File: config.mk
export PLATFORM = sky130hd
export DESIGN_NAME = apc_regs
export DESIGN_NICKNAME = d
export VERILOG_FILES = /design/src/inc/apc_pkg.sv /design/src/logic/apc_regs.sv
export SDC_FILE = /design/constraint.sdc
export NUM_CORES = 1
export LEC_CHECK = 0
export BUFFER_PORTS_ARGS = -buffer_cell sky130_fd_sc_hd__buf_2
export CAP_MARGIN = 20
export CORE_MARGIN = 4
export CORE_UTILIZATION = 51
export DETAILED_ROUTE_END_ITERATION = 6
export PLACE_DENSITY = 0.77
export SLEW_MARGIN = 10
export SYNTH_ARGS = -nofsm -noshare
export SYNTH_HDL_FRONTEND = slang
export SYNTH_SLANG_ARGS = --single-unit
File: constraint.sdc
create_clock -name core_clk -period 2.05 [get_ports core_clk]
set_clock_uncertainty 0.05 [all_clocks]
set_input_delay 0.205 -clock core_clk [delete_from_list [all_inputs] [get_ports core_clk]]
set_output_delay 0.205 -clock core_clk [all_outputs]
set_load 0.05 [all_outputs]
File: src/inc/apc_pkg.sv
// Package for the per-port status and control register bank.
package apc_pkg;
  // Number of ports and register map placement.
  localparam int NPORT = 4;
  localparam logic [3:0] OFF_HEC = 4'h3;
  localparam logic [3:0] OFF_CNT_LO = 4'h4;
  localparam logic [3:0] OFF_CNT_HI = 4'h5;
  localparam logic [3:0] OFF_CNT_SEL = 4'h6;
  localparam logic [3:0] OFF_MASK = 4'h7;
  localparam logic [3:0] OFF_CTRL1 = 4'h8;
  localparam logic [3:0] OFF_CTRL2 = 4'h9;
  localparam logic [3:0] OFF_IRQ_STAT = 4'ha;
  // Field positions in the HEC and activity register.
  localparam int B_RX_HEC_OFF = 6;
  localparam int B_TX_HEC_OFF = 5;
  localparam int B_MARK_HI = 4;
  localparam int B_MARK_LO = 3;
  localparam int B_TX_EMPTY = 2;
  localparam int B_TX_IDLE = 1;
  localparam int B_RX_IDLE = 0;
  // Counter selection bits.
  localparam int SEL_SYM = 3;
  localparam int SEL_TXC = 2;
  localparam int SEL_RXC = 1;
  localparam int SEL_HEC = 0;
  // Interrupt source bits, shared by status and mask.
  localparam int IRQ_HEC = 5;
  localparam int IRQ_SHORT = 4;
  localparam int IRQ_PAR = 3;
  localparam int IRQ_SIG = 2;
  localparam int IRQ_SYM = 1;
  localparam int IRQ_OVF = 0;
  localparam int NIRQ = 6;
  // Enhanced control fields.
  localparam int B_PORT_RST = 7;
  localparam int B_LOOP_TIME = 6;
  localparam int B_ID_SWAP = 5;
  localparam int B_ADDR_HI = 4;
  localparam int B_RATE_HI = 7;
  localparam int B_RATE_LO = 6;
  // Reset values.
  localparam logic [1:0] RST_MARK = 2'h0;
  localparam logic [1:0] RST_RATE = 2'h0;
  localparam logic [5:0] RST_MASK = 6'h00;
  localparam logic [15:0] RST_CNT = 16'h0000;
  // Timing marker widths in reference oscillator cycles.
  localparam logic [3:0] MARK_W0 = 4'h1;
  localparam logic [3:0] MARK_W1 = 4'h2;
  localparam logic [3:0] MARK_W2 = 4'h4;
  localparam logic [3:0] MARK_W3 = 4'h8;
  // Header check polynomial x^8+x^2+x+1 and its coset.
  localparam logic [7:0] HEC_POLY = 8'h07;
  localparam logic [7:0] HEC_COSET = 8'h55;
  // Interrupt events reported by one port's datapath.
  typedef struct packed {
    logic short_cell;
    logic tx_parity;
    logic sig_change;
    logic symbol_err;
    logic rx_ovf;
  } apc_events_t;
  // Control settings that one port hands to its datapath.
  typedef struct packed {
    logic rx_hec_check;
    logic tx_hec_insert;
    logic loop_timing;
    logic id_swap;
    logic [4:0] bus_addr;
    logic [1:0] rate;
  } apc_ctrl_t;
endpackage

File: src/logic/apc_regs.sv
// Four-port status and control register bank of the cell physical layer.
// Behaviour
// Four register copies, 0x10 apart, from 0x03.
// Bit 6 clear: check received header HEC.
// Bit 5 clear: replace transmit fifth byte.
// Bits 4:3 set marker width 1/2/4/8.
// Bit 2 reads 1 when transmit buffer empty.
// Bit 1 reads 0 after a cell sent.
// Bit 0 reads 0 after a good cell received.
// Two bytes show the selected 16-bit counter.
// Selection bits: symbol, tx, rx, HEC errors.
// Received cell count skips failed header cells.
// Software sets one selection bit at most.
// Mask bit one blocks its interrupt source.
// Control one bit 7 resets port, self-clears.
// Port reset keeps rate and bus address.
// Control one bit 6 picks loop timing.
// Control one bit 5 enables identifier swap.
// Control one bits 4:0 hold bus address.
// Control two bits 7:6 set line rate.
// Interrupt status bits are sticky.
// Interrupt pin low while unmasked status set.
`timescale 1ns/1ps
`default_nettype none
module apc_regs (
  // Reference oscillator clock and asynchronous reset.
  input wire logic core_clk,
  input wire logic arst_n,
  // Register bus from the management side.
  input wire logic [7:0] reg_addr,
  input wire logic [7:0] reg_wdata,
  input wire logic reg_wr,
  input wire logic reg_rd,
  output logic [7:0] reg_rdata,
  // Received headers from the cell datapath.
  input wire logic [3:0] rx_hdr_valid,
  input wire logic [4*40-1:0] rx_hdr,
  // Transmit headers passing through for check byte insertion.
  input wire logic [3:0] tx_hdr_valid,
  input wire logic [4*40-1:0] tx_hdr_in,
  output logic [4*40-1:0] tx_hdr_out,
  output logic [3:0] tx_hdr_out_valid,
  // Per-port activity, buffer and timing inputs.
  input wire logic [3:0] tx_cell_sent,
  input wire logic [3:0] transmit_cell_buffer_empty,
  input wire logic [3:0] rx_marker_evt,
  input wire apc_pkg::apc_events_t [3:0] port_events,
  // Per-port outputs towards the datapath and the pin.
  output logic [3:0] rx_timing_marker_out,
  output logic [3:0] rx_hec_error,
  output apc_pkg::apc_ctrl_t [3:0] port_ctrl,
  output logic [3:0] port_reset,
  output logic int_n
);
  // Header check over four bytes, MSB first, with the coset added.
  function automatic logic [7:0] hec_calc(input logic [31:0] hdr);
    // Check register, cleared before each header.
    logic [7:0] crc;
    crc = 8'h00;
    // One step per header bit, first byte first.
    for (int i = 31; i >= 0; i--)
    begin
      if (crc[7] ^ hdr[i])
        crc = {crc[6:0], 1'b0} ^ apc_pkg::HEC_POLY;
      else
        crc = {crc[6:0], 1'b0};
    end
    return crc ^ apc_pkg::HEC_COSET;
  endfunction

  // Marker width code to a cycle count.
  function automatic logic [3:0] mark_len(input logic [1:0] code);
    case (code)
      2'h0: return apc_pkg::MARK_W0;
      2'h1: return apc_pkg::MARK_W1;
      2'h2: return apc_pkg::MARK_W2;
      default: return apc_pkg::MARK_W3;
    endcase
  endfunction

  // Upper address nibble picks the port, lower nibble the register.
  wire logic [3:0] addr_port = reg_addr[7:4];
  wire logic [3:0] addr_off = reg_addr[3:0];
  // Port-level read words, gathered for the read mux.
  logic [7:0] port_rdata [4];
  // Per-port unmasked pending interrupts.
  logic [3:0] port_irq;

  // One register set per port, picked by the upper address nibble.
  genvar p;
  generate
    for (p = 0; p < apc_pkg::NPORT; p++)
    begin : g_port
      // Register selects for this port.
      wire logic hit = (addr_port == 4'(p));
      wire logic wr_hec = reg_wr & hit & (addr_off == apc_pkg::OFF_HEC);
      wire logic rd_hec = reg_rd & hit & (addr_off == apc_pkg::OFF_HEC);
      wire logic wr_sel = reg_wr & hit & (addr_off == apc_pkg::OFF_CNT_SEL);
      wire logic wr_mask = reg_wr & hit & (addr_off == apc_pkg::OFF_MASK);
      wire logic wr_c1 = reg_wr & hit & (addr_off == apc_pkg::OFF_CTRL1);
      wire logic wr_c2 = reg_wr & hit & (addr_off == apc_pkg::OFF_CTRL2);
      wire logic wr_irq = reg_wr & hit & (addr_off == apc_pkg::OFF_IRQ_STAT);

      // Software-visible state of the port.
      // Receive header check disabled.
      logic rx_hec_off;
      // Transmit check byte insertion disabled.
      logic tx_hec_off;
      // Marker width code.
      logic [1:0] mark_code;
      // No cell sent since the last read.
      logic tx_idle;
      // No good cell received since the last read.
      logic rx_idle;
      // Counter selection, one bit per counter.
      logic [3:0] cnt_sel;
      // Interrupt mask, one bit per source.
      logic [5:0] mask;
      // Transmit clock from the recovered clock.
      logic loop_timing;
      // Identifier swap on received cells.
      logic id_swap;
      // Cell bus address of the port.
      logic [4:0] bus_addr;
      // Line rate and drive code.
      logic [1:0] rate;
      // Sticky interrupt status.
      logic [5:0] irq_stat;
      // One-cycle port reset pulse.
      logic soft_rst;
      // Symbol error count.
      logic [15:0] cnt_sym;
      // Transmitted cell count.
      logic [15:0] cnt_txc;
      // Good received cell count.
      logic [15:0] cnt_rxc;
      // Failed header count.
      logic [15:0] cnt_hec;
      // Remaining marker cycles.
      logic [3:0] mark_cnt;

      // Received header check result; a disabled check never fails.
      wire logic [39:0] rh = rx_hdr[p*40 +: 40];
      wire logic hec_bad = rx_hdr_valid[p] & ~rx_hec_off
                           & (hec_calc(rh[39:8]) != rh[7:0]);
      wire logic rx_good = rx_hdr_valid[p] & ~hec_bad;
      // Transmit header with the fifth byte replaced unless disabled.
      wire logic [39:0] th = tx_hdr_in[p*40 +: 40];
      wire logic [7:0] tx_hec = tx_hec_off ? th[7:0] : hec_calc(th[39:8]);
      // New events in the sticky layout.
      wire apc_pkg::apc_events_t ev = port_events[p];
      wire logic [5:0] irq_set = {hec_bad, ev.short_cell, ev.tx_parity,
                                  ev.sig_change, ev.symbol_err, ev.rx_ovf};
      // Selected counter value.
      wire logic [15:0] cnt_view = cnt_sel[apc_pkg::SEL_SYM] ? cnt_sym :
                                   cnt_sel[apc_pkg::SEL_TXC] ? cnt_txc :
                                   cnt_sel[apc_pkg::SEL_RXC] ? cnt_rxc :
                                   cnt_sel[apc_pkg::SEL_HEC] ? cnt_hec :
                                   apc_pkg::RST_CNT;
      // Software port reset of the port's clearable state; arst_n acts on its own.
      wire logic clr = soft_rst;

      // Control bits and self-clearing port reset.
      always_ff @(posedge core_clk or negedge arst_n)
      begin
        if (!arst_n)
        begin
          rx_hec_off <= 1'b0;
          tx_hec_off <= 1'b0;
          mark_code <= apc_pkg::RST_MARK;
          cnt_sel <= 4'h0;
          mask <= apc_pkg::RST_MASK;
          loop_timing <= 1'b0;
          id_swap <= 1'b0;
          soft_rst <= 1'b0;
        end
        else
        begin
          soft_rst <= wr_c1 & reg_wdata[apc_pkg::B_PORT_RST];
          // The port reset wins over a write in the same cycle.
          if (clr)
          begin
            rx_hec_off <= 1'b0;
            tx_hec_off <= 1'b0;
            mark_code <= apc_pkg::RST_MARK;
            cnt_sel <= 4'h0;
            mask <= apc_pkg::RST_MASK;
            loop_timing <= 1'b0;
            id_swap <= 1'b0;
          end
          else
          begin
            // Each write reaches only its own register.
            if (wr_hec)
            begin
              rx_hec_off <= reg_wdata[apc_pkg::B_RX_HEC_OFF];
              tx_hec_off <= reg_wdata[apc_pkg::B_TX_HEC_OFF];
              mark_code <= reg_wdata[apc_pkg::B_MARK_HI:apc_pkg::B_MARK_LO];
            end
            if (wr_sel)
              cnt_sel <= reg_wdata[3:0];
            if (wr_mask)
              mask <= reg_wdata[5:0];
            if (wr_c1)
            begin
              loop_timing <= reg_wdata[apc_pkg::B_LOOP_TIME];
              id_swap <= reg_wdata[apc_pkg::B_ID_SWAP];
            end
          end
        end
      end

      // Bus address and line rate survive the port reset.
      always_ff @(posedge core_clk or negedge arst_n)
      begin
        if (!arst_n)
        begin
          bus_addr <= 5'(p);
          rate <= apc_pkg::RST_RATE;
        end
        else
        begin
          // No port reset term here, so these fields persist.
          if (wr_c1)
            bus_addr <= reg_wdata[apc_pkg::B_ADDR_HI:0];
          if (wr_c2)
            rate <= reg_wdata[apc_pkg::B_RATE_HI:apc_pkg::B_RATE_LO];
        end
      end

      // Activity flags drop on a cell and return high once software reads them.
      // An event in the read cycle wins, so no cell goes unreported.
      always_ff @(posedge core_clk or negedge arst_n)
      begin
        if (!arst_n)
        begin
          tx_idle <= 1'b1;
          rx_idle <= 1'b1;
        end
        // The port reset returns both flags to idle.
        else if (clr)
        begin
          tx_idle <= 1'b1;
          rx_idle <= 1'b1;
        end
        else
        begin
          tx_idle <= ~tx_cell_sent[p] & (tx_idle | rd_hec);
          rx_idle <= ~rx_good & (rx_idle | rd_hec);
        end
      end

      // Sticky interrupt status, write one to clear; a new event wins.
      always_ff @(posedge core_clk or negedge arst_n)
      begin
        if (!arst_n)
          irq_stat <= 6'h00;
        else if (clr)
          irq_stat <= 6'h00;
        // Write one to clear; an event in that cycle stays set.
        else if (wr_irq)
          irq_stat <= (irq_stat & ~reg_wdata[5:0]) | irq_set;
        else
          irq_stat <= irq_stat | irq_set;
      end

      // Statistics counters, wrapping at 16 bits.
      always_ff @(posedge core_clk or negedge arst_n)
      begin
        if (!arst_n)
        begin
          cnt_sym <= apc_pkg::RST_CNT;
          cnt_txc <= apc_pkg::RST_CNT;
          cnt_rxc <= apc_pkg::RST_CNT;
          cnt_hec <= apc_pkg::RST_CNT;
        end
        else if (clr)
        begin
          cnt_sym <= apc_pkg::RST_CNT;
          cnt_txc <= apc_pkg::RST_CNT;
          cnt_rxc <= apc_pkg::RST_CNT;
          cnt_hec <= apc_pkg::RST_CNT;
        end
        // Each counter steps by at most one per cycle.
        else
        begin
          cnt_sym <= cnt_sym + 16'(ev.symbol_err);
          cnt_txc <= cnt_txc + 16'(tx_cell_sent[p]);
          cnt_rxc <= cnt_rxc + 16'(rx_good);
          cnt_hec <= cnt_hec + 16'(hec_bad);
        end
      end

      // Timing marker stretcher; a new marker restarts the count.
      always_ff @(posedge core_clk or negedge arst_n)
      begin
        if (!arst_n)
          mark_cnt <= 4'h0;
        else if (clr)
          mark_cnt <= 4'h0;
        // A new marker loads the full width.
        else if (rx_marker_evt[p])
          mark_cnt <= mark_len(mark_code);
        // Count down to zero, then hold.
        else if (mark_cnt != 4'h0)
          mark_cnt <= mark_cnt - 4'h1;
      end

      // Datapath-facing outputs, all registered.
      always_ff @(posedge core_clk or negedge arst_n)
      begin
        if (!arst_n)
        begin
          rx_timing_marker_out[p] <= 1'b0;
          rx_hec_error[p] <= 1'b0;
          tx_hdr_out[p*40 +: 40] <= 40'h0;
          tx_hdr_out_valid[p] <= 1'b0;
          port_reset[p] <= 1'b0;
          port_ctrl[p] <= '0;
        end
        else
        begin
          // Active for exactly the selected number of cycles.
          rx_timing_marker_out[p] <= rx_marker_evt[p] | (mark_cnt > 4'h1);
          rx_hec_error[p] <= hec_bad;
          tx_hdr_out[p*40 +: 40] <= {th[39:8], tx_hec};
          tx_hdr_out_valid[p] <= tx_hdr_valid[p];
          port_reset[p] <= soft_rst;
          port_ctrl[p] <= '{rx_hec_check: ~rx_hec_off, tx_hec_insert: ~tx_hec_off,
                            loop_timing: loop_timing, id_swap: id_swap,
                            bus_addr: bus_addr, rate: rate};
        end
      end

      // Read word of this port; write-only selection reads zero.
      wire logic [7:0] hec_word = {1'b0, rx_hec_off, tx_hec_off, mark_code,
                                   transmit_cell_buffer_empty[p],
                                   tx_idle, rx_idle};
      assign port_rdata[p] =
        (addr_off == apc_pkg::OFF_HEC) ? hec_word :
        (addr_off == apc_pkg::OFF_CNT_LO) ? cnt_view[7:0] :
        (addr_off == apc_pkg::OFF_CNT_HI) ? cnt_view[15:8] :
        (addr_off == apc_pkg::OFF_MASK) ? {2'h0, mask} :
        (addr_off == apc_pkg::OFF_CTRL1) ? {1'b0, loop_timing, id_swap, bus_addr} :
        (addr_off == apc_pkg::OFF_CTRL2) ? {rate, 6'h00} :
        (addr_off == apc_pkg::OFF_IRQ_STAT) ? {2'h0, irq_stat} : 8'h00;
      // The port requests the pin for any unmasked status bit.
      assign port_irq[p] = |(irq_stat & ~mask);
    end
  endgenerate

  // Port select for the read mux; addresses above port 3 read zero.
  wire logic port_ok = (addr_port < 4'(apc_pkg::NPORT));
  wire logic [7:0] next_rdata = port_ok ? port_rdata[addr_port[1:0]] : 8'h00;

  // Read data are registered and stand only in the cycle after the strobe.
  always_ff @(posedge core_clk or negedge arst_n)
  begin
    if (!arst_n)
      reg_rdata <= 8'h00;
    else if (reg_rd)
      reg_rdata <= next_rdata;
    // Outside a read the bus shows zero, so stale data never stand.
    else
      reg_rdata <= 8'h00;
  end

  // Shared active-low interrupt pin, registered to keep the output glitch free.
  always_ff @(posedge core_clk or negedge arst_n)
  begin
    if (!arst_n)
      int_n <= 1'b1;
    else
      int_n <= ~|port_irq;
  end
endmodule
`default_nettype wire

==> results.md <==
Logic synthesis
- **Avg Synthesized Cell Area** 10.04 um2
- **netlist area before placement** 0.03437 mm2
- **multiplexer share of the synthesized area** 0.01682
- **largest family of logic cells by synthesized area** XOR/XNOR gates
- **share of the synthesized netlist area taken by xor and xnor gates** 0.2354
- **post-synthesis async set-or-reset flop share** 1.000
- **library cell with the largest summed area after synthesis** sky130_fd_sc_hd__dfrtp_1
- **net count of the mapped netlist** 3847
- **share of synthesized cell area in full adder, half adder and majority cells** 0.01660
- **instance count of the mapped netlist** 3423
- **top-count cell post-synth** sky130_fd_sc_hd__dfrtp_1
- **commonest cells in the synthesized netlist** sky130_fd_sc_hd__dfrtp_1 (616), sky130_fd_sc_hd__xnor2_1 (454), sky130_fd_sc_hd__nor2_1 (354)
- **synth top area cells** sky130_fd_sc_hd__dfrtp_1 (45%), sky130_fd_sc_hd__xnor2_1 (12%), sky130_fd_sc_hd__xor2_1 (5.9%), sky130_fd_sc_hd__xnor3_1 (4.7%), sky130_fd_sc_hd__a21oi_1 (3.9%)
- **register area share after synthesis** 0.4584
- **number of warnings reported in the yosys synthesis log** 0
- **Synth Flop Type** sky130_fd_sc_hd__dfrtp_1
- **number of enable flip-flop cells after synthesis** 0
- **post-synthesis register bit count** 629
- **Cell variety after synth** 69
- **share of Yosys cell area claimed by the top area cell type** 0.4485
- **synthesized-area fraction occupied by ao, oa, aoi and oai cells** 0.09858
- **Simple-Gate Fraction of Synth Area** 0.1509

Timing
- **Max Freq** 0.2719 GHz
- **crit share post-route** 1.794
- **Fin. Hold Viols** 0
- **TNS Setup** -148650 ps
- **Worst Hold Margin** 41.92 ps
- **total of endpoints with negative setup slack in the final report** 167
- **final worst slack** -1628 ps
- **min cycle time layout** 3678 ps
- **unrepaired setup endpoints after global routing** yes
- **Final Max Tran Viols** 0
- **Rel. slew slack** 0.5936
- **pin slew with the least headroom to its limit** 609.6 ps

Clocking
- **cell chosen for the clock root** sky130_fd_sc_hd__clkbuf_16
- **CTS Sinks** 629
- **Clock Path Buffers** 3
- **H-tree level count** 3
- **number of buffers created by CTS** 70
- **clock-pin transition on the worst setup and hold timing paths** 60 ps
- **TritonCTS clock tree** done
- **clock latency on the worst-skew pair** 620 ps

Run status
- **outcome** finished, violations left
- **violated checks** design-rule violations, negative setup slack

Floorplanning
- **number of ports placed on the die boundary** 609
- **die boundary height** 267.6 um
- **overall die area** 0.07161 mm2
- **Placeable Area** 0.06633 mm2
- **std cell rows** 94
- **die width** 267.6 um
- **Initial Utilization** 0.5182

Final layout
- **cell area after layout** 0.05030 mm2
- **share of final-layout standard cells stronger than drive strength 1** 0.3617
- **final standard cell count with taps included and fillers excluded** 5706
- **number of nets at the end of the flow** 5197
- **share of the core filled with cells** 0.7582
- **Area Overhead vs Synth** 46.33%

Min path
- **Hold Crit Start** reg_wdata[1]
- **class of the most critical hold timing path** in2reg

Placed design
- **standard cell area after detailed placement** 0.04296 mm2
- **Final GP Congestion** 0.9908
- **detailed placement HPWL** 81380 um
- **number of placed instances, taps included** 5271
- **number of buffers inserted by port buffering** 608
- **Worst Setup Slack post-DPL** -2227 ps

Drt
- **Detailed Routing Iterations Pass 1** 7
- **Via-to-Cell Ratio** 5.633
- **number of nets with antenna violations after routing** 0
- **post-detailed-route DRC marker count** 5
- **Routed wire per std cell** 21.52 um
- **total wire length after detailed routing** 122800 um
- **vias post-DR** 32140
- **starting DRC count in detailed routing** 3054

GRT
- **Congestion Overflow GR** 0
- **largest net degree at the start of global routing** 94
- **wire length of the first global-routing pass** 183700 um
- **number of antenna violations at the first check in global routing** 12
- **vias in the first global route** 32965
- **Total GRT Usage** 0.3268

Setup path
- **cells on worst reg2reg path** 10
- **Setup Crit Path Kind** in2reg
- **worst-path fanout max** 4
- **required time of the critical path** 2500 ps
- **end point of the critical path** g_port[1].cnt_rxc[15]
- **element type at the critical path end** flop
- **critical path data arrival time** 4130 ps
- **critical register-to-register path startpoint** g_port[2].cnt_sel[1]
- **launching instance or port of the critical path** rx_hdr[73]
- **FF-to-FF End** reg_rdata[7]
- **element type at the critical path start** input pin
- **cells along the critical path** buf_8, xnor3_1, xnor2_2, xor3_2, xnor3_1, xor2_2, or3_4, a22oi_2, o211ai_1, o31ai_2, ha_2, nand4_1, nor2_2, and4_4, nand4_1, xor2_1, nor2_1
- **setup slack of the worst register-to-register path** -320 ps
- **maximum cell stage delay along the critical path** 530 ps
- **library cell contributing the largest single delay on the critical path** sky130_fd_sc_hd__xor3_2

Power and ir drop
- **Power Density** 1077 mW/mm2
- **Leak** 23.30 nW
- **largest voltage drop on the vdd net** 1.082 mV
- **total power draw** 54.16 mW

Job
- **maxcap violations** 0

==> layout by cell type, fill, tap and decap left out, types with 55 or more instances in the layout <==
cell type / n
sky130_fd_sc_hd__xnor2_1: 348
sky130_fd_sc_hd__buf_4: 516
sky130_fd_sc_hd__nor2_1: 342
sky130_fd_sc_hd__buf_2: 583
sky130_fd_sc_hd__dfrtp_1: 605
sky130_fd_sc_hd__o21ai_0: 114
sky130_fd_sc_hd__xnor3_1: 55
sky130_fd_sc_hd__nand2_1: 305
sky130_fd_sc_hd__xor2_1: 210
sky130_fd_sc_hd__clkbuf_16: 72
sky130_fd_sc_hd__nand3_1: 136
sky130_fd_sc_hd__a21oi_1: 247
sky130_fd_sc_hd__dlygate4sd3_1: 200
sky130_fd_sc_hd__buf_6: 85
sky130_fd_sc_hd__xnor2_2: 89
sky130_fd_sc_hd__inv_1: 59
==> metal layers <==
metal / global-route usage / up-vias / routed length, um
met2: 0.5542 / 1642 / 60750
met5: 0 / - / 0
li1: - / 14376 / -
met3: 0.06918 / 359 / 10630
met4: 0.1352 / 0 / 5545
met1: 0.4095 / 15763 / 45870
==> critical path: cells and delay by family <==
| kind | cells | cell delay [ps] |
|---|---|---|
| AND/OR/NAND/NOR | 6 | 1090 |
| buffers and inverters | 1 | 70 |
| adder cells (fa/ha/maj) | 1 | 240 |
| XOR/XNOR | 6 | 1840 |
| AO/OA/AOI/OAI | 3 | 670 |
==> cell type report <==
class | count | area (um2)
Tap cell | 864 | 1081
Clock buffer | 104 | 2062
Sequential cell | 629 | 15770
Inverter | 62 | 237.7
Clock inverter | 25 | 341.6
Antenna cell | 12 | 30.03
Multi-Input combinational cell | 2581 | 20190
Fill cell | 4165 | 16040
Timing Repair Buffer | 1429 | 10590
==> how the worst min path moves through the flow <==
stage,end,cells past startpoint
final,g_port[1].mask[1],3
after global routing,g_port[1].mask[1],3
after CTS,g_port[2].mask[1],3
after detailed placement,port_ctrl[6],1
after global placement,port_ctrl[6],1
after floorplan,g_port[0].bus_addr[0],0
==> power by group <==
part           switching [mW]  total [mW]  internal, mW
combinational            12.9        25.4          12.5
clock                    5.38        13.2          7.79
sequential               1.41        15.6          14.2
==> kinds of logic (layout without fill, tap and decap cells) <==
kind of cell               after synthesis  in the layout
AOI/OAI and AO/OA                      572            572
xor gates and xnor gates               778            778
adders and majority gates               46             46
buffers and inverters                  213           1620
DFF                                    629            629
muxes                                   52             52
other                                    0             12
and+or+nand+nor                       1133           1133
==> timing repair <==
action | CTS | global route
resized for setup | 277 | 195
endpoints found under the setup margin | 148 | 179
pin swaps | 169 | 142
buffers inserted | 97 | 58
hold endpoints to repair | 859 | 0
hold buffers | 200 | 0
cloned | 0 | 1
==> flip-flops by register name (all words and copies together) (netlist names), 8 cells and up <==
name	flops
g_port.cnt_sel	16
g_port.bus_addr	20
g_port.rate	8
g_port.cnt_hec	64
g_port.cnt_sym	64
g_port.cnt_rxc	64
port_ctrl	44
tx_hdr_out	160
g_port.irq_stat	24
g_port.mark_code	8
g_port.cnt_txc	64
g_port.mark_cnt	16
reg_rdata	8
g_port.mask	24
No activity file was read; power rests on OpenSTA's default activity.
